$ cat src/logic/mbcd_map.vh
`ifndef MBCD_MAP_VH
`define MBCD_MAP_VH
// Two-bit codes held for every three-level strap.
`define MBCD_LVL_LOW 2'h0
`define MBCD_LVL_MID 2'h1
`define MBCD_LVL_HIGH 2'h2
// Strap positions in the strap vectors.
`define MBCD_NSTRAP 22
`define MBCD_IDX_FS 0
`define MBCD_IDX_BANK_THREE_INVERT_STRAP 1
`define MBCD_IDX_OMODE 2
`define MBCD_IDX_FBPH 3
`define MBCD_IDX_FBDS0 4
`define MBCD_IDX_FBDS1 5
`define MBCD_IDX_BANK0 6
`define MBCD_BANK_STRIDE 4
`define MBCD_OFS_PH0 0
`define MBCD_OFS_PH1 1
`define MBCD_OFS_DS0 2
`define MBCD_OFS_DS1 3
// Reset value of the captured strap codes: every strap reads LOW.
`define MBCD_CFG_RST 44'h000_0000_0000
// Multiplication factors, low-speed and high-speed variant.
`define MBCD_N_LS_LOW 7'h40
`define MBCD_N_LS_MID 7'h20
`define MBCD_N_LS_HIGH 7'h10
`define MBCD_N_HS_LOW 7'h20
`define MBCD_N_HS_MID 7'h10
`define MBCD_N_HS_HIGH 7'h08
// Feedback bank skew in time units, two's complement.
`define MBCD_FB_SKEW_LOW 6'h3C
`define MBCD_FB_SKEW_HIGH 6'h04
// Lock is withheld this long after a reference change.
`define MBCD_RELOCK_NS 1000
`define MBCD_CLK_NS 20
`endif

$ cat src/logic/mbcd_matrix.v
`timescale 1ns/10ps
`include "mbcd_map.vh"
module mbcd_matrix #(
  parameter HIGH_SPEED = 0
) (
  input wire clk, // phase generator clock, one time unit per cycle
  input wire rst_n, // asynchronous reset, active low
  input wire [21:0] strap_above, // three-level strap pins sensed near supply
  input wire [21:0] strap_below, // three-level strap pins sensed near ground
  input wire hold_idle, // device held idle, straps captured
  input wire [3:0] bank_disable_inputs, // per-bank disable, high disables
  input wire feedback_bank_disable, // feedback bank disable, high disables
  input wire ref_select, // selected reference input, 0 primary, 1 secondary
  input wire pll_lock_in, // lock status from the analog loop
  output reg [15:0] bank_out, // bank b bits 4b..4b+3 are qa0, qa1, qb0, qb1
  output reg [3:0] bank_oe, // output enable per bank, high drives
  output reg [1:0] feedback_bank_outputs, // feedback pair
  output reg feedback_bank_oe, // feedback pair output enable
  output reg lock, // lock indicator
  output reg factory_test, // factory test mode active
  output reg [1:0] freq_band, // selected nominal frequency band code
  output reg [6:0] tu_factor // multiplication factor in use
);
  localparam integer RELOCK_FULL =
    (`MBCD_RELOCK_NS + `MBCD_CLK_NS - 1) / `MBCD_CLK_NS;
  localparam [5:0] RELOCK_CYC = RELOCK_FULL[5:0];

  wire [43:0] strap_code;
  reg [43:0] cfg;
  reg [7:0] pin_m;
  reg [7:0] pin_s;
  reg ref_prev;
  reg [5:0] relock_cnt;
  reg [4:0] run;
  wire [4:0] raw;
  reg [49:0] period_vec;
  reg [49:0] start_vec;
  reg [6:0] n_fac;
  reg [23:0] skew_vec;
  reg [5:0] fb_skew;
  reg [1:0] omode;
  reg [1:0] inv_mode;
  reg inv_all;
  reg inv_odd;
  wire [3:0] dis_s;
  wire feedback_bank_disable_s;
  wire hold_s;
  wire lock_s;
  wire ref_s;
  wire [4:0] dis_all;
  wire [4:0] gated;
  integer b;
  integer rb;
  integer ob;

  function [3:0] tri_idx;
    input [1:0] hi;
    input [1:0] lo;
    begin
      tri_idx = {2'h0, hi} * 4'h3 + {2'h0, lo};
    end
  endfunction

  function [3:0] div_ratio;
    input [3:0] idx;
    begin
      case (idx)
        4'h6: div_ratio = 4'h8;
        4'h7: div_ratio = 4'hA;
        4'h8: div_ratio = 4'hC;
        default: div_ratio = idx + 4'h1;
      endcase
    end
  endfunction

  function [5:0] skew_inner;
    input [3:0] idx;
    begin
      skew_inner = {2'h0, idx} - 6'h04;
    end
  endfunction

  function [5:0] skew_outer;
    input [3:0] idx;
    input [5:0] follow_one;
    input [5:0] follow_two;
    begin
      case (idx)
        4'h0: skew_outer = 6'h38;
        4'h1: skew_outer = 6'h39;
        4'h2: skew_outer = 6'h3A;
        4'h3: skew_outer = follow_one;
        4'h5: skew_outer = follow_two;
        4'h6: skew_outer = 6'h06;
        4'h7: skew_outer = 6'h07;
        4'h8: skew_outer = 6'h08;
        default: skew_outer = 6'h00;
      endcase
    end
  endfunction

  // Turns a delay in time units into a counter start value inside one period.
  function [9:0] wrap;
    input [5:0] delay;
    input [9:0] p;
    reg [10:0] v;
    integer k;
    begin
      v = {{5{delay[5]}}, delay};
      for (k = 0; k < 2; k = k + 1) begin
        if (v[10])
          v = v + {1'b0, p};
        else if (v >= {1'b0, p})
          v = v - {1'b0, p};
      end
      wrap = v[9:0];
    end
  endfunction

  mbcd_tri_sync #(
    .W(`MBCD_NSTRAP)
  ) u_straps (
    .clk(clk),
    .rst_n(rst_n),
    .above(strap_above),
    .below(strap_below),
    .code(strap_code)
  );

  always @(posedge clk or negedge rst_n) begin
    if (!rst_n) begin
      pin_m <= 8'h00;
      pin_s <= 8'h00;
    end else begin
      pin_m <= {pll_lock_in, ref_select, hold_idle, feedback_bank_disable, bank_disable_inputs};
      pin_s <= pin_m;
    end
  end

  assign dis_s = pin_s[3:0];
  assign feedback_bank_disable_s = pin_s[4];
  assign hold_s = pin_s[5];
  assign ref_s = pin_s[6];
  assign lock_s = pin_s[7];

  // Straps are static; changing them mid-run would tear the phase relations.
  always @(posedge clk or negedge rst_n) begin
    if (!rst_n) begin
      cfg <= `MBCD_CFG_RST;
    end else if (hold_s) begin
      cfg <= strap_code;
    end
  end

  always @* begin
    omode = cfg[2*`MBCD_IDX_OMODE +: 2];
    inv_mode = cfg[2*`MBCD_IDX_BANK_THREE_INVERT_STRAP +: 2];
    case (cfg[2*`MBCD_IDX_FS +: 2])
      `MBCD_LVL_LOW: n_fac = HIGH_SPEED ? `MBCD_N_HS_LOW : `MBCD_N_LS_LOW;
      `MBCD_LVL_MID: n_fac = HIGH_SPEED ? `MBCD_N_HS_MID : `MBCD_N_LS_MID;
      default: n_fac = HIGH_SPEED ? `MBCD_N_HS_HIGH : `MBCD_N_LS_HIGH;
    endcase
    case (cfg[2*`MBCD_IDX_FBPH +: 2])
      `MBCD_LVL_LOW: fb_skew = `MBCD_FB_SKEW_LOW;
      `MBCD_LVL_HIGH: fb_skew = `MBCD_FB_SKEW_HIGH;
      default: fb_skew = 6'h00;
    endcase
    skew_vec = 24'h000000;
    period_vec = 50'h0;
    start_vec = 50'h0;
    for (b = 0; b < 2; b = b + 1) begin
      skew_vec[6*b +: 6] = skew_inner(tri_idx(
        cfg[2*(`MBCD_IDX_BANK0 + `MBCD_BANK_STRIDE*b + `MBCD_OFS_PH1) +: 2],
        cfg[2*(`MBCD_IDX_BANK0 + `MBCD_BANK_STRIDE*b + `MBCD_OFS_PH0) +: 2]));
    end
    for (b = 2; b < 4; b = b + 1) begin
      skew_vec[6*b +: 6] = skew_outer(tri_idx(
        cfg[2*(`MBCD_IDX_BANK0 + `MBCD_BANK_STRIDE*b + `MBCD_OFS_PH1) +: 2],
        cfg[2*(`MBCD_IDX_BANK0 + `MBCD_BANK_STRIDE*b + `MBCD_OFS_PH0) +: 2]),
        skew_vec[5:0], skew_vec[11:6]);
    end
    for (b = 0; b < 4; b = b + 1) begin
      period_vec[10*b +: 10] = {3'h0, n_fac} * {6'h00, div_ratio(tri_idx(
        cfg[2*(`MBCD_IDX_BANK0 + `MBCD_BANK_STRIDE*b + `MBCD_OFS_DS1) +: 2],
        cfg[2*(`MBCD_IDX_BANK0 + `MBCD_BANK_STRIDE*b + `MBCD_OFS_DS0) +: 2]))};
      start_vec[10*b +: 10] = wrap(6'h00 - (skew_vec[6*b +: 6] - fb_skew),
        period_vec[10*b +: 10]);
    end
    period_vec[49:40] = {3'h0, n_fac} * {6'h00, div_ratio(tri_idx(
      cfg[2*`MBCD_IDX_FBDS1 +: 2], cfg[2*`MBCD_IDX_FBDS0 +: 2]))};
    start_vec[49:40] = 10'h000;
  end

  genvar g;
  generate
    for (g = 0; g < 5; g = g + 1) begin : g_bank
      mbcd_phase_bank u_bank (
        .clk(clk),
        .rst_n(rst_n),
        .load(hold_s),
        .start(start_vec[10*g +: 10]),
        .period(period_vec[10*g +: 10]),
        .raw(raw[g])
      );
    end
  endgenerate

  assign dis_all = {feedback_bank_disable_s, dis_s};

  // Stopping only while the raw clock is low gives a glitch-free hold-off.
  always @(posedge clk or negedge rst_n) begin
    if (!rst_n) begin
      run <= 5'h00;
    end else begin
      for (rb = 0; rb < 5; rb = rb + 1) begin
        if (omode == `MBCD_LVL_MID)
          run[rb] <= 1'b1;
        else if (!raw[rb])
          run[rb] <= !dis_all[rb];
      end
    end
  end

  assign gated = raw & run;

  always @* begin
    inv_all = (inv_mode == `MBCD_LVL_HIGH);
    inv_odd = (inv_mode == `MBCD_LVL_HIGH) || (inv_mode == `MBCD_LVL_LOW);
  end

  always @(posedge clk or negedge rst_n) begin
    if (!rst_n) begin
      bank_out <= 16'h0000;
      bank_oe <= 4'h0;
      feedback_bank_outputs <= 2'h0;
      feedback_bank_oe <= 1'b0;
      factory_test <= 1'b0;
      freq_band <= `MBCD_LVL_LOW;
      tu_factor <= 7'h00;
    end else begin
      for (ob = 0; ob < 4; ob = ob + 1) begin
        if (ob == 2) begin
          bank_out[4*ob +: 4] <= {gated[ob] ^ inv_odd, gated[ob] ^ inv_all,
                                  gated[ob] ^ inv_odd, gated[ob] ^ inv_all};
        end else begin
          bank_out[4*ob +: 4] <= {4{gated[ob]}};
        end
        bank_oe[ob] <= (omode == `MBCD_LVL_MID) ||
                       !(dis_all[ob] && omode == `MBCD_LVL_HIGH);
      end
      feedback_bank_outputs <= {2{gated[4]}};
      feedback_bank_oe <= (omode == `MBCD_LVL_MID) ||
                          !(dis_all[4] && omode == `MBCD_LVL_HIGH);
      factory_test <= (omode == `MBCD_LVL_MID);
      freq_band <= cfg[2*`MBCD_IDX_FS +: 2];
      tu_factor <= n_fac;
    end
  end

  // Outputs keep running from the phase counters across a reference change,
  // so no period is cut short; only the lock report is withheld.
  always @(posedge clk or negedge rst_n) begin
    if (!rst_n) begin
      ref_prev <= 1'b0;
      relock_cnt <= 6'h00;
      lock <= 1'b0;
    end else begin
      ref_prev <= ref_s;
      if (ref_s != ref_prev)
        relock_cnt <= RELOCK_CYC;
      else if (relock_cnt != 6'h00)
        relock_cnt <= relock_cnt - 6'h01;
      lock <= lock_s && (relock_cnt == 6'h00) && (ref_s == ref_prev) &&
              (omode != `MBCD_LVL_MID);
    end
  end
endmodule // mbcd_matrix

$ cat src/logic/mbcd_phase_bank.v
`timescale 1ns/10ps
module mbcd_phase_bank (
  input wire clk, // phase generator clock, one time unit per cycle
  input wire rst_n, // asynchronous reset, active low
  input wire load, // restart the phase counter at start
  input wire [9:0] start, // counter value that realises the skew
  input wire [9:0] period, // output period in time units
  output reg raw // ungated bank clock
);
  reg [9:0] cnt;
  wire [9:0] next_cnt;

  assign next_cnt = load ? start : ((cnt + 10'h001 >= period) ? 10'h000 : cnt + 10'h001);

  always @(posedge clk or negedge rst_n) begin
    if (!rst_n) begin
      cnt <= 10'h000;
      raw <= 1'b0;
    end else begin
      cnt <= next_cnt;
      raw <= (next_cnt < {1'b0, period[9:1]});
    end
  end
endmodule // mbcd_phase_bank

$ cat src/logic/mbcd_tri_sync.v
`timescale 1ns/10ps
`include "mbcd_map.vh"
module mbcd_tri_sync #(
  parameter W = 22
) (
  input wire clk, // phase generator clock
  input wire rst_n, // asynchronous reset, active low
  input wire [W-1:0] above, // pin sensed near supply
  input wire [W-1:0] below, // pin sensed near ground
  output reg [2*W-1:0] code // two-bit level code per strap
);
  reg [W-1:0] above_m;
  reg [W-1:0] above_s;
  reg [W-1:0] below_m;
  reg [W-1:0] below_s;
  integer i;

  always @(posedge clk or negedge rst_n) begin
    if (!rst_n) begin
      above_m <= {W{1'b0}};
      above_s <= {W{1'b0}};
      below_m <= {W{1'b0}};
      below_s <= {W{1'b0}};
    end else begin
      above_m <= above;
      above_s <= above_m;
      below_m <= below;
      below_s <= below_m;
    end
  end

  // An open pin floats to mid-supply and trips neither comparator.
  always @* begin
    code = {2*W{1'b0}};
    for (i = 0; i < W; i = i + 1) begin
      if (above_s[i])
        code[2*i +: 2] = `MBCD_LVL_HIGH;
      else if (below_s[i])
        code[2*i +: 2] = `MBCD_LVL_LOW;
      else
        code[2*i +: 2] = `MBCD_LVL_MID;
    end
  end
endmodule // mbcd_tri_sync

$ cat config.mk
export PLATFORM = sky130hd
export DESIGN_NAME = mbcd_matrix
export DESIGN_NICKNAME = d
export VERILOG_FILES = /design/src/logic/mbcd_matrix.v /design/src/logic/mbcd_phase_bank.v /design/src/logic/mbcd_tri_sync.v
export VERILOG_INCLUDE_DIRS = /design/src /design/src/logic
export SDC_FILE = /design/constraint.sdc
export NUM_CORES = 1
export LEC_CHECK = 0
export ABC_CLOCK_PERIOD_IN_PS = 12100
export BUFFER_PORTS_ARGS = -buffer_cell sky130_fd_sc_hd__clkbuf_2
export CAP_MARGIN = 0
export CORE_MARGIN = 5
export CORE_UTILIZATION = 30
export DETAILED_ROUTE_END_ITERATION = 10
export GPL_TIMING_DRIVEN = 1
export PLACE_DENSITY = 0.46
export SETUP_SLACK_MARGIN = 0.15
export SYNTH_ARGS = -nofsm -noshare
export SYNTH_HDL_FRONTEND = slang
export SYNTH_SLANG_ARGS = --single-unit
$ cat constraint.sdc
create_clock -name clk -period 12.1 [get_ports clk]
set_input_delay 2.42 -clock clk [delete_from_list [all_inputs] [get_ports clk]]
set_output_delay 2.42 -clock clk [all_outputs]
set_load 0.01 [all_outputs]
; ---- Word level (Yosys, flattened, before mapping)
; Index checks and enable logic that the tools add are counted.
[word_totals]
inputBits = 54
ff_bits = 245
word_cells = 278
out_inout_bits = 34
[classes]
n_eq_ne = 42
addsub = 46
bitwise = 3
multipliers = 14
n_reduce_logical = 32
n_lt_le_gt_ge = 18
mux = 91
[op_table]
columns = operator, n
row1 = 10-bit two-way mux, 18
row2 = 6-bit case mux with 8 select lines, 2
row3 = 11-bit by 10-bit >= comparator with 1-bit output, 8
row4 = 11-bit two-way mux, 8
row5 = 4-bit by 3-bit == test with 1-bit output (second input constant), 16
row6 = 4-bit case mux with 3 select lines, 5
row7 = 10-bit by 1-bit adder with 10-bit output (second input constant), 5
row8 = 10-bit >= comparator, 5
row9 = 10-bit by 9-bit less-than comparator with 1-bit output, 5
row10 = 7-bit by 4-bit multiplier with 10-bit output, 5
row11 = 11-bit by 10-bit adder with 11-bit output, 4
row12 = 2-bit two-way mux, 22
row13 = 11-bit by 10-bit subtractor with 11-bit output, 4
row14 = 10-bit adder, 4
row15 = 10-bit subtractor, 4
row16 = 4-bit by 2-bit adder with 4-bit output, 9
row17 = 2-bit by 2-bit multiplier with 4-bit output (second input constant), 9
row18 = 1-bit two-way mux, 32
row19 = 4-bit == test (second input constant), 7
row20 = 1-bit by 6-bit subtractor with 6-bit output (first input constant), 4
row21 = 6-bit subtractor, 4
row22 = 4-bit by 1-bit adder with 4-bit output (second input constant), 5
row23 = 4-bit by 2-bit == test with 1-bit output (second input constant), 4
row24 = 7-bit case mux with 2 select lines, 1
row25 = other kinds (21), 56

; ---- Longest topological paths before layout
; Gate-level depths: netlist of run 1.
[logic_depth]
word_depth = 14
mapped_depth = 44
depth_no_buf = 42

; ---- By module
; Synthesis of run 1 repeated with hierarchy kept, for this count alone.
[unflattened]
hier_cells = 2021
hier_area_um2 = 18594.1
[modules_own_cells]
columns = mod, seq_area_each_um2, instances, area_each_um2, cells_per_inst
row1 = mbcd_matrix, 2252.2, 1, 11148.2, 1306
row2 = mbcd_phase_bank, 275.3, 5, 1032.2, 121
row3 = mbcd_tri_sync, 2202.1, 1, 2284.7, 110

; ---- Worst setup path before layout of run 1
; Ideal clock, no wire load.
[synth_path]
path_kind = reg2reg
startpoint = reg cfg[27]
endpoint = reg g_bank[1].u_bank.raw
stages_incl_launch_ff = 40
period_less_slack_ns = 8.684
required_ns = 12.000
arrival_ns = 8.583
path_buffers = 1
path_slack_ns = 3.416
setup_ns = 0.100
path_cell_list = dfrtp_1 > inv_1 > fa_1 > inv_1 > ha_1 > fa_1 > nand2b_1 > o22ai_1 > o22ai_1 > and2_1 > fa_1 > ha_1 > ha_1 > a21o_1 > a21oi_1 > xnor2_1 > xnor2_2 > ha_1 > (+4 left out) > o31ai_1 > ha_1 > o31a_1 > o21ai_0 > nand2_1 > nand2b_1 > clkbuf_1 > nand2b_1 > nand2_1 > a32o_1 > ha_1 > o21a_1 > o21ai_0 > nand2b_1 > a21oi_1 > nor2b_1 > o21ai_0 > nor4bb_1
[synth_via]
elab_chain_cells = 13
word_cells_on_any_way = 22
cone_classes = 6 x add/sub / 2 x mul / 4 x order compare / 3 x eq/ne / 7 x mux
[synth_rtl]
columns = element, line
row1 = start: declaration, mbcd_matrix.v:29  ; reg [43:0] cfg;
row2 = start signal: assignment, mbcd_matrix.v:149  ; cfg <= `MBCD_CFG_RST;
row3 = start signal: assignment, mbcd_matrix.v:151  ; cfg <= strap_code;
row4 = 2-bit by 2-bit multiplier with 4-bit output (*), mbcd_matrix.v:60  ; tri_idx = {2'h0, hi} * 4'h3 + {2'h0, lo};
row5 = 4-bit by 2-bit adder with 4-bit output (*), mbcd_matrix.v:60
row6 = "4-bit by 1-bit adder with 4-bit output, or another cell as far along", mbcd_matrix.v:71  ; default: div_ratio = idx + 4'h1;
row7 = 4-bit case mux with 3 select lines (*), mbcd_matrix.v:67  ; case (idx)
row8 = 7-bit by 4-bit multiplier with 10-bit output (*), mbcd_matrix.v:183  ; period_vec[10*b +: 10] = {3'h0, n_fac} * {6'h00, div_ratio(tri_idx(
row9 = 11-bit by 10-bit subtractor with 11-bit output or 11-bit by 10-bit >= comparator with 1-bit output (tied branches), "mbcd_matrix.v:114, mbcd_matrix.v:113"
row10 = 11-bit two-way mux, mbcd_matrix.v:113  ; else if (v >= {1'b0, p})
row11 = 11-bit two-way mux, mbcd_matrix.v:111  ; if (v[10])
row12 = 10-bit subtractor or 11-bit by 10-bit >= comparator with 1-bit output (tied branches), "mbcd_matrix.v:114, mbcd_matrix.v:113"
row13 = 10-bit two-way mux, mbcd_matrix.v:113
row14 = 10-bit two-way mux, mbcd_matrix.v:111
row15 = 10-bit two-way mux (*), mbcd_phase_bank.v:13  ; assign next_cnt = load ? start : ((cnt + 10'h001 >= period) ? 10'h000 : cnt + 10'h001);
row16 = via g_bank[1].u_bank.next_cnt[4], mbcd_phase_bank.v:11  ; wire [9:0] next_cnt;
row17 = 10-bit by 9-bit less-than comparator with 1-bit output (*), mbcd_phase_bank.v:21  ; raw <= (next_cnt < {1'b0, period[9:1]});
row18 = end signal: assignment, mbcd_phase_bank.v:21
row19 = end: declaration, mbcd_phase_bank.v:8  ; output reg raw
; The timed path passes the listed nets; every way through them passes the cells marked *.
; A chain may end at the register's enable or synchronous reset.

; ---- Worst setup path in the final report of run 1
[layout_path]
startpoint = reg cfg[26]
endpoint = reg g_bank[1].u_bank.raw
; The elaborated chain is that of the path after synthesis.

==> metrics list, run 1 <==
* Slew at the pin closest to its max-slew limit: 0.896 ns
- Along the worst path, the maximum fanout reaches 8.
* Async set-or-reset flop fraction in the synthesized netlist: 1.00
- Top cell types by occurrence after synthesis: sky130_fd_sc_hd__ha_1 (259), sky130_fd_sc_hd__dfrtp_1 (233), sky130_fd_sc_hd__inv_1 (153)
* Class of the most critical hold timing path: flip-flop to flip-flop
* Primary flip-flop cell chosen by synthesis mapping: sky130_fd_sc_hd__dfrtp_1
- Cell area after technology mapping: about 17000 sq um
- Post-detailed-route wirelength per cell: approximately 15 um
* Clk buf depth: 3
- Initial DRC Count: 687
- Startpoint-to-endpoint class of the critical path: flip-flop to flip-flop
- Critical register-to-register path endpoint: g_bank[1].u_bank.raw$_DFF_PN0_
- Of the post-synthesis cell area, the dominant cell type holds 0.339.
- Of the cells placed in the final design, the portion with a size suffix greater than 1 is 0.104.
- PostCTS Resize Cnt: 0
* Most common cell in the synthesized netlist: sky130_fd_sc_hd__ha_1
- The routed design has just over 40000 um of wire.
* Worst-case hold path end point: u_straps.below_s[0]$_DFF_PN0_
- Num CTS Buffers: 29
- Detailed placement finished with a half-perimeter wire length of roughly 31000 um.
- TritonCTS built the clock tree.
- Relative to the synthesized area, the layout overhead comes to 12.2%.
- Setup repair after global routing missed its margin: no
- For the final routed database, the setup TNS stands at 0 ns.
- Net count, final: between 2000 and 2500
- Wire length of the first global-routing pass: between 60000 and 70000 um
* Total inserted antenna cells: 0
* Met3 GRT Util: 0.0179
- Fraction of met2 tracks used by global routing: 0.219
- Insertion delay to the later sink of the worst-skew pair: between 0.5 and 0.6 ns
* Core Area: 56600 sq um
- The flow ran to the end, and the final reports show no timing, DRC or antenna violations.
- Hold-fix buffers, CTS: 0
- Distinct cells, synth: 91
- H-Tree Level Count: 1
- Most used routing layer: met2
* Highest clock rate: around 100 MHz
- Dividing the final minimum period by the clock period gives 0.830.
- Total gr overflow: 0
- Depth of the worst register-to-register path: 38
* Initial cell density of the core: 0.304
* Standard-cell row count: 87
- The worst setup path is launched from a flip-flop.
- Setup violations remaining at the end of the flow were counted as 0.
- On the final layout, the worst clock skew is 0.0243 ns.
* Number of synthesis warnings: 0
* Max transition margin: 0.403
- The tool flagged a number of max-cap violations equal to 0.
* Number of sinks on the clock net: 233
- The number of setup buffers added after CTS is 0.
- Number of DRC violations after detailed routing: 0
- Width of the die: approximately 250 um
- Die footprint: 62300 sq um
- Per-cell via count in the routed design: 4.81
- Subtracting the final worst setup slack from the clock period gives ~10 ns.
* Worst hold path startpoint: u_straps.below_m[0]$_DFF_PN0_
* Ranking of synthesized cells by area: sky130_fd_sc_hd__dfrtp_1 (34%), sky130_fd_sc_hd__ha_1 (19%), sky130_fd_sc_hd__fa_1 (4.2%)
* Critical path's slowest cell: sky130_fd_sc_hd__o31ai_1
- Worst endpoint required time: 12.56 ns
* Count of pins over their slew limit: 0
- Number of instances in the synthesized netlist: 1784
- For met1 alone, demand over resource in global routing was 0.173.
- For flop-to-flop paths, the worst setup slack is 2.06 ns.
* Share of synthesized area occupied by flip-flops and latches: 0.339
* Largest net degree at the start of global routing: between 90 and 100
* Number of port buffers: 83
- The worst setup path is captured at a flip-flop.
- On the worst path, the slowest cell contributes a delay of between 0.5 and 0.6 ns.
* Total global-route track usage: 0.128
* Number of synthesized flops with an enable pin: 0
* Number of antenna violations at the first check in global routing: 0
- Syn Area/Cell: 9.65 sq um
* Boundary Pins: 88
* Die height: roughly 250 um
- Via count of the first global-routing pass: approximately 13000
- The tree is rooted in a sky130_fd_sc_hd__clkbuf_16.
* Final GP Congestion: between 0.8 and 0.9
* Number of stages on the worst hold path: 0
* Cell type contributing the most total cell area after synthesis: sky130_fd_sc_hd__dfrtp_1
- Number of detailed-routing iterations run before antenna repair: 5
* Clock transition time at the flip-flop clock pins of the worst setup and hold paths: 0.06 ns
* #FFs+latches synth: around 230
- In this run the critical register-to-register path is launched from cfg[26]$_DFFE_PN0P_.
- Number of hold violations in the final report: 0
- Post-route ant nets: 0
- At the worst endpoint, the arrival time is 10.49 ns.
- By instance count, the cell type seen most on the critical path is sky130_fd_sc_hd__ha_1.
- The routed layout has 12700 vias.
==> cell type report <==
class | count | area [sq um]
repair buffers | 91 | 485
well taps | 756 | 946
flip-flops and latches | 233 | 5830
inverters | 157 | 589
multi-input cells | 1337 | 10500
clock inverters | 13 | 168
fillers | 5778 | 37300
clock buffers | 41 | 831
==> cell usage in the layout (no fill, tap or decap), drive strengths merged, types with 13 or more instances in the layout <==
master	synthesis	layout
or3	18	18
o21a	19	19
fa	36	36
nand2	113	113
o211ai	13	13
nor2b	32	32
inv	156	158
dfrtp	233	233
nand3	40	40
ha	259	259
xnor2	70	70
o21ai	82	82
a21oi	99	99
or2	17	17
o31ai	28	28
a21o	28	28
nor2	131	131
and2	17	17
nand2b	37	37
o21bai	23	23
nor3	26	26
clkbuf	34	123
xor2	51	51
a211o	13	13
a211oi	13	13
nor4	13	13
==> stage by stage <==
stage | std cells | utilization | hold WS, ns | setup slack [ns] | instance area (sq um)
after CTS | 2628 | 0.341 | 0.333 | 2.02 | 19300
after global routing | 2628 | 0.341 | 0.348 | 1.37 | 19300
after floorplan | 1787 | - | 0.331 | 3.42 | 17200
after global placement | 2574 | 0.324 | 0.334 | 2.18 | 18300
after detailed placement | 2574 | 0.324 | 0.335 | 2.10 | 18300
final | 2628 | 0.341 | 0.332 | 2.06 | 19300
==> how the worst max path moves through the flow <==
stage / endpoint / from / slack [ns] / cells after the start
after global placement: g_bank[1].u_bank.raw$_DFF_PN0_ / cfg[26]$_DFFE_PN0P_ / 2.18 / 38
after floorplan: g_bank[1].u_bank.raw$_DFF_PN0_ / cfg[27]$_DFFE_PN0P_ / 3.42 / 39
after CTS: g_bank[1].u_bank.raw$_DFF_PN0_ / cfg[26]$_DFFE_PN0P_ / 2.02 / 38
final: g_bank[1].u_bank.raw$_DFF_PN0_ / cfg[26]$_DFFE_PN0P_ / 2.06 / 38
after global routing: g_bank[1].u_bank.raw$_DFF_PN0_ / cfg[26]$_DFFE_PN0P_ / 1.37 / 38
after detailed placement: g_bank[1].u_bank.raw$_DFF_PN0_ / cfg[26]$_DFFE_PN0P_ / 2.10 / 38
==> sequential cells by signal, summed over array words and instances (netlist names), 8 cells and up <==
register	cells
u_straps.above_m	22
cfg	44
u_straps.above_s	22
g_bank.u_bank.cnt	50
pin_s	8
u_straps.below_s	22
u_straps.below_m	22
pin_m	8
==> critical path, delay by kind of cell, from the launching register on <==
kind                     cells  cell delay (ns)
adder cells (fa/ha/maj)      9             3.39
AND/OR/NAND/NOR             11             2.33
flip-flops                   1             0.37
buffers and inverters        3             0.22
XOR/XNOR                     2             0.40
AO/OA/AOI/OAI               13             3.19
==> metal layers <==
metal / wire length [um] / up-vias
li1: - / 6329
met1: 19300 / 6076
met2: 19000 / 192
met3: 1340 / 54
met4: 894 / 0
met5: 0 / -
==> cells by family after synthesis <==
logic type      count (synthesis)  share of synthesized area
xor+xnor                      121                     0.0624
simple gates                  489                      0.142
mux                            21                     0.0135
compound gates                405                      0.159
fa+ha+maj                     297                      0.231
buf+inv                       217                     0.0536
other cells                     1                   0.000218
flops                         233                      0.339
Power of run 1 is left out: the tool's default activity adds up to more than one toggle a clock period on the data nets, which glitch-free logic cannot reach.
==> run 2, diff against run 1 <==
--- a/config.mk
+++ b/config.mk
@@ -6,7 +6,7 @@
 export SDC_FILE = /design/constraint.sdc
 export NUM_CORES = 1
 export LEC_CHECK = 0
-export ABC_CLOCK_PERIOD_IN_PS = 12100
+export ABC_CLOCK_PERIOD_IN_PS = 10500
 export BUFFER_PORTS_ARGS = -buffer_cell sky130_fd_sc_hd__clkbuf_2
 export CAP_MARGIN = 0
 export CORE_MARGIN = 5
==> constraint.sdc (replaced) <==
create_clock -name clk -period 10.5 [get_ports clk]
set_input_delay 2.1 -clock clk [delete_from_list [all_inputs] [get_ports clk]]
set_output_delay 2.1 -clock clk [all_outputs]
set_load 0.01 [all_outputs]
==> run 2 against run 1 <==
  * Register-to-register slack worse by 1.2 ns
  * Cell count is 0.11% lower
  * Critical path depth is 1 higher
  * Die area stayed put
  * Cell area is 0.21% higher
  * Non-clock buffer count is 2 higher
  * Critical path type unchanged
  * Critical endpoint unchanged
  * Largest cell class unchanged
==> metrics list, run 2 (synthesis gave the netlist of run 1 again) <==
- Outcome: finished clean
- Number of sinks on the clock net: 233 (unchanged)
* Largest net degree at the start of global routing: 98 (unchanged)
* Startpoint-to-endpoint class of the critical path: flip-flop to flip-flop
* Max transition margin: 0.345 (-0.0579)
- Post-route ant nets: 0 (unchanged)
- Insertion delay to the later sink of the worst-skew pair: 0.58 ns (about the same)
* Clk buf depth: 3 (unchanged)
- The number of hold buffers added after CTS is 0 (unchanged).
- The count of filler cells inserted in the layout came to 5786 (+0.14%).
* Top library cells by usage in the layout, fill and taps aside: sky130_fd_sc_hd__ha_1 (259), sky130_fd_sc_hd__dfrtp_1 (232), sky130_fd_sc_hd__inv_1 (153)
- The die height came to 250 um (unchanged).
- The number of max-capacitance violations reported was 0 (unchanged).
* Number of port buffers: 83 (unchanged)
- Setup Skew: 0.0207 ns (-0.00363 ns)
- Post-detailed-route wirelength per cell: 15.5 um (+0.69%)
- The global routing usage on met3 is 0.0181 (+0.000208).
- The final setup TNS came to 0 ns (unchanged).
- The wire length reported by the detailed router is 40800 um (+0.57%).
- The final clock period utilization by the worst path was 0.914 (+0.0843).
* Highest clock rate: 104 MHz (+4.6%)
- The cell sitting at the root of the clock tree is a sky130_fd_sc_hd__clkbuf_16.
- TritonCTS clock tree: yes
- The global-route total usage across every layer was 0.128 (about the same).
- The number of levels the H-tree was split into was 1 (unchanged).
- Core Area: 56600 sq um (unchanged)
- The transition time of the tightest slew-check pin came to 0.979 ns (+0.0832 ns).
- The final antenna diode count came to 0 (unchanged).
- Setup repair after global routing could not meet its margin everywhere.
- The final count of hold timing violations came to 0 (unchanged).
* Final Critical Period: 9.60 ns (-0.442 ns)
- Number of DRC violations after detailed routing: 0 (unchanged)
- Num CTS Buffers: 28 (-3.4%)
- The detailed router's first-iteration violation count was 607 (-12%).
- Number of antenna violations at the first check in global routing: 0 (unchanged)
- The number of slew-limit violations in the final report was 0 (unchanged).
* CP arrival: 10.06 ns (-0.43 ns)
- Worst endpoint required time: 10.97 ns (-1.59 ns)
- Top cell by count, worst path: sky130_fd_sc_hd__ha_1
* Die footprint: 62300 sq um (unchanged)
- The initial core utilization was 0.304 (unchanged).
- g_bank.u_bank.cnt holds more flip-flops than any other register.
* # setup viols final: 0 (unchanged)
- Wire length of the first global-routing pass: 67600 um (+0.16%)
* DP HPWL: 31600 um (+0.67%)
* Boundary Pins: 88 (unchanged)
- Launching element type of the critical path: flip-flop
- The global-route met1 utilization is 0.174 (+0.000770).
- In this design, the largest share of critical-path delay is due to adder cells.
- The horizontal die dimension was 250 um (unchanged).
* Via count of the first global-routing pass: 13000 (unchanged)
- Class of the most critical hold timing path: flip-flop to flip-flop
- Leading cell type in the layout, fill and taps excluded: sky130_fd_sc_hd__ha_1
- The fraction of met2 tracks used by global routing is 0.220 (+0.00102).
- The slowest stage of the critical path is the sky130_fd_sc_hd__fa_1 cell.
- The share of final-layout standard cells stronger than drive strength 1 was 0.106 (+0.00231).
* Per-cell via count in the routed design: 4.81 (-0.18%)
- Most used routing layer: met2
* Setup slack, reg-to-reg: 0.90 ns (-1.16 ns)
- Biggest registers after layout: g_bank.u_bank.cnt x50, cfg x44
- Final GP Congestion: 0.857 (-0.28%)
* Largest fanout on the critical path: 8 (unchanged)
- Synthesis-to-finish area growth: 12.5%
* Clock transition time at the flip-flop clock pins of the worst setup and hold paths: 0.06 ns (about the same)
- The number of buffer and inverter stages on the critical path came to 3 (unchanged).
- The floorplan row count was 87 (unchanged).
- Endpoint class of the critical path: flip-flop
* Max reg flops: 50 (unchanged)
* Count of vias placed by the detailed router: 12600 (-0.29%)
- Max stage delay on crit path: 0.59 ns (about the same)
* Net count, final: 2199 (+0.045%)
- The global-route congestion overflow total is 0 (unchanged).
- Number of detailed-routing iterations run before antenna repair: 5 (unchanged)
==> run 2: changes by cell type in the layout (fill, tap and decap cells not counted), moves of 2 or more <==
cell,change
sky130_fd_sc_hd__clkbuf_8,-2
sky130_fd_sc_hd__o22ai_2,+2
sky130_fd_sc_hd__buf_4,+2
sky130_fd_sc_hd__clkbuf_1,-2
sky130_fd_sc_hd__o22ai_1,-2
sky130_fd_sc_hd__inv_6,+2
==> run 2: worst register-to-register path, delay by kind of cell, from the launching register on <==
family	cells	cell delay, ns
simple gates	12	2.72
xor+xnor	2	0.42
mux	1	0.35
flops	1	0.36
fa+ha+maj	9	3.31
buf+inv	3	0.23
compound gates	12	2.09
==> run 2: layout make-up <==
cell class | count | area (sq um) | area share
clock buffers | 36 | 771 | 0.0398
clock inverters | 13 | 204 | 0.0105
inverters | 157 | 589 | 0.0304
multi-input cells | 1337 | 10500 | 0.543
flip-flops and latches | 233 | 5830 | 0.301
well taps | 756 | 946 | 0.0488
repair buffers | 93 | 500 | 0.0258
==> run 2: path summary, 6_finish.rpt <==
| check | start | endpoint | depth (start not counted) |
|---|---|---|---|
| worst max-delay path | cfg[26]$_DFFE_PN0P_ | g_bank[1].u_bank.raw$_DFF_PN0_ | 39 |
| worst min-delay path | u_straps.above_m[0]$_DFF_PN0_ | u_straps.above_s[0]$_DFF_PN0_ | 0 |
| worst max register to register | cfg[26]$_DFFE_PN0P_ | g_bank[1].u_bank.raw$_DFF_PN0_ | 39 |
| worst min register to register | u_straps.above_m[0]$_DFF_PN0_ | u_straps.above_s[0]$_DFF_PN0_ | 0 |
| max in group asynchronous | rst_n | u_straps.above_s[19]$_DFF_PN0_ | 2 |
| min in group asynchronous | rst_n | g_bank[4].u_bank.cnt[7]$_DFF_PN0_ | 1 |
==> run 2: repair_timing <==
| action | CTS | global route |
|---|---|---|
| setup endpoints to repair | 0 | 3 |
| hold endpoints to repair | 0 | 0 |
| gates resized for setup | 0 | 7 |
| setup buffers | 0 | 0 |
==> run 2: through the flow <==
step	utilization	cells	cell area [sq um]	setup WS (ns)	hold slack, ns
3_5_place_dp	0.324	2576	18300	0.552	0.335
4_1_cts	0.341	2625	19300	0.526	0.326
2_1_floorplan	-	1787	17200	1.82	0.331
3_3_place_gp	0.324	2576	18300	0.585	0.334
6_report	0.342	2625	19400	0.904	0.333
5_1_grt	0.342	2625	19400	0.139	0.339
==> run 2: layer usage <==
metal	up-vias	routed length, um
li1	6340	-
met1	6038	19800
met2	187	19000
met3	49	1240
met4	0	733
met5	-	0
Power of run 2 is left out for the same reason.
==> run 3, diff against run 2 <==
--- a/config.mk
+++ b/config.mk
@@ -10,10 +10,11 @@
 export BUFFER_PORTS_ARGS = -buffer_cell sky130_fd_sc_hd__clkbuf_2
 export CAP_MARGIN = 0
 export CORE_MARGIN = 5
-export CORE_UTILIZATION = 30
+export CORE_UTILIZATION = 63
 export DETAILED_ROUTE_END_ITERATION = 10
+export GPL_ROUTABILITY_DRIVEN = 0
 export GPL_TIMING_DRIVEN = 1
-export PLACE_DENSITY = 0.46
+export PLACE_DENSITY = 0.83
 export SETUP_SLACK_MARGIN = 0.15
 export SYNTH_ARGS = -nofsm -noshare
 export SYNTH_HDL_FRONTEND = slang
==> run 3 against run 2 <==
  * Non-clock buffer count shrank 1
  * Cell area shrank 3.5%
  * Sequential cell count is the same
  * Utilization grew 35 points
  * Clock-buffer cell count shrank 4
  * Largest cell class unchanged
==> metrics list, run 3 (synthesis gave the netlist of run 1 again) <==
- Die height: 175 um (-30%)
* Top cell by count, worst path: sky130_fd_sc_hd__ha_1
- The area of the die was 30700 sq um (-51%).
- Fin Hold WS: 0.335 ns (+0.00193 ns)
- The latest clock arrival within the worst-skew pair was 0.54 ns (-0.04 ns).
- Class of the most critical hold timing path: flip-flop to flip-flop
* Launching element type of the critical path: flip-flop
- The number of buffer and inverter stages on the critical path is 3 (unchanged).
* H-Tree Level Count: 1 (unchanged)
- Per-cell via count in the routed design: 5.94 (+24%)
- The final count of hold timing violations came to 0 (unchanged).
- Max transition margin: 0.309 (-0.0356)
- The standard cell core area was 27000 sq um (-52%).
- Synthesis-to-finish area growth: 8.54%
- Count of vias placed by the detailed router: 13100 (+3.8%)
* # setup viols final: 0 (unchanged)
* Worst-case hold path end point: u_straps.below_s[0]$_DFF_PN0_
* Number of placed cells counting well taps: 2160 (-16%)
- Final standard cell area without fillers: 18700 sq um (-3.5%)
- The wire length per cell after detailed routing was 16.6 um (+7.0%).
- Leading cell type in the layout, fill and taps excluded: sky130_fd_sc_hd__ha_1
* Wire length of the first global-routing pass: 62200 um (-7.9%)
- Setup repair after global routing left no endpoint under its margin.
- Total inserted antenna cells: 0 (unchanged)
- The post-CTS repair timing setup buffer count is 0 (unchanged).
* Setup slack, reg-to-reg: 0.81 ns (-0.09 ns)
* TritonCTS clock tree: yes
* Standard-cell row count: 60 (-31%)
- The share of final-layout standard cells stronger than drive strength 1 is 0.101 (-0.00449).
- The largest individual stage delay along the critical path comes from the cell sky130_fd_sc_hd__fa_1.
* Max stage delay on crit path: 0.58 ns (about the same)
- Detailed Route WL: 36700 um (-10%)
- Largest fanout on the critical path: 8 (unchanged)
- Max reg flops: 50 (unchanged)
* DP Area: 17800 sq um (-2.9%)
- The transition time of the tightest slew-check pin was 1.03 ns (+0.0531 ns).
- The horizontal die dimension came to 175 um (-30%).
* Post-route ant nets: 0 (unchanged)
* Depth of the worst register-to-register path: 39 (unchanged)
- Biggest registers after layout: g_bank.u_bank.cnt x50, cfg x44
* Critical register-to-register path endpoint: g_bank[1].u_bank.raw$_DFF_PN0_
* Num CTS Buffers: 26 (-7.1%)
* Number of sinks on the clock net: 233 (unchanged)
* Worst hold path startpoint: u_straps.below_m[0]$_DFF_PN0_
* PostCTS Resize Cnt: 0 (unchanged)
- CP arrival: 10.13 ns (+0.07 ns)
* Number of port buffers: 83 (unchanged)
* Endpoint class of the critical path: flip-flop
- In this run the clock root is driven by a sky130_fd_sc_hd__clkbuf_16.
- Boundary Pins: 88 (unchanged)
- The final setup TNS is 0 ns (unchanged).
- Initial cell density of the core: 0.639 (+0.335)
- Initial DRC Count: 920 (+52%)
- Number of stages on the worst hold path: 0 (unchanged)
- DP HPWL: 27700 um (-12%)
- The length of the first detailed-routing pass in iterations is 5 (unchanged).
- Count of pins over their slew limit: 0 (unchanged)
- The post-route DRC violation count was 0 (unchanged).
- Net count, final: 2196 (-0.14%)
- Number of antenna violations at the first check in global routing: 0 (unchanged)
- Setup Skew: 0.0244 ns (+0.00368 ns)
- Startpoint-to-endpoint class of the critical path: flip-flop to flip-flop
- The register with the most flip-flops in the final layout is g_bank.u_bank.cnt.
* Kind of cell adding the most delay to the critical path: adder cells
- Hold-fix buffers, CTS: 0 (unchanged)
- The maximum clock insertion buffer count is 3 (unchanged).
- Total gr overflow: 0 (unchanged)
- The final clock period utilization by the worst path is 0.923 (+0.00872).
- The library cells used most frequently in the layout, excluding fill and tap cells, are sky130_fd_sc_hd__ha_1 (259), sky130_fd_sc_hd__dfrtp_1 (232), sky130_fd_sc_hd__inv_1 (153).
- Final Critical Period: 9.69 ns (+0.0916 ns)
* Highest clock rate: 103 MHz (-0.95%)
- Largest net degree at the start of global routing: 122 (+24%)
- Worst endpoint required time: 10.94 ns (-0.03 ns)
- Total global-route track usage: 0.238 (+0.110)
* Clock transition time at the flip-flop clock pins of the worst setup and hold paths: 0.06 ns (about the same)
* Layout Cells excl Fill: 2204 (-16%)
- In this run the critical register-to-register path is launched from cfg[27]$_DFFE_PN0P_.
- Via count of the first global-routing pass: 13100 (+0.94%)
- The flow ran to the end, and the final reports show no timing, DRC or antenna violations.
* Max-cap violations: 0 (unchanged)
-- run 3: changes by cell type in the layout (fill, tap and decap cells not counted), sizes merged --
| cell | previous run | this run |
|---|---|---|
| buf | 11 | 10 |
| inv | 159 | 158 |
| bufinv | 4 | 2 |
| clkbuf | 118 | 114 |
| clkinvlp | 1 | 3 |
-- run 3: worst max path at each step --
stage                         from                        endpoint  slack [ns]  depth (start not counted)
3_5_place_dp   cfg[27]$_DFFE_PN0P_  g_bank[1].u_bank.raw$_DFF_PN0_        0.86                         39
4_1_cts        cfg[27]$_DFFE_PN0P_  g_bank[1].u_bank.raw$_DFF_PN0_        0.77                         39
5_1_grt        cfg[35]$_DFFE_PN0P_  g_bank[2].u_bank.raw$_DFF_PN0_        0.21                         42
2_1_floorplan  cfg[27]$_DFFE_PN0P_  g_bank[1].u_bank.raw$_DFF_PN0_        1.82                         39
6_report       cfg[27]$_DFFE_PN0P_  g_bank[1].u_bank.raw$_DFF_PN0_        0.81                         39
3_3_place_gp   cfg[27]$_DFFE_PN0P_  g_bank[1].u_bank.raw$_DFF_PN0_        1.08                         38
-- run 3: routing by layer --
metal / up-vias / share of wire / GRT usage
met4: 0 / 0.029 / 0.0694
met5: - / 0 / 0
met1: 6338 / 0.43 / 0.319
met2: 362 / 0.49 / 0.411
met3: 72 / 0.047 / 0.0269
li1: 6325 / - / -
-- run 3: area by class of cell --
type,count,area (sq um)
Clock inverter,12,146
Multi-Input combinational cell,1337,10500
Tap cell,341,427
Timing Repair Buffer,92,493
Sequential cell,233,5830
Inverter,157,589
Clock buffer,32,693
Fill cell,1997,8260
-- run 3: per-stage QoR --
stage | setup WS (ns) | utilization
3_5_place_dp | 0.855 | 0.661
3_3_place_gp | 1.08 | 0.661
2_1_floorplan | 1.82 | -
6_report | 0.813 | 0.693
5_1_grt | 0.205 | 0.693
4_1_cts | 0.772 | 0.692
Power of run 3 is left out for the same reason.
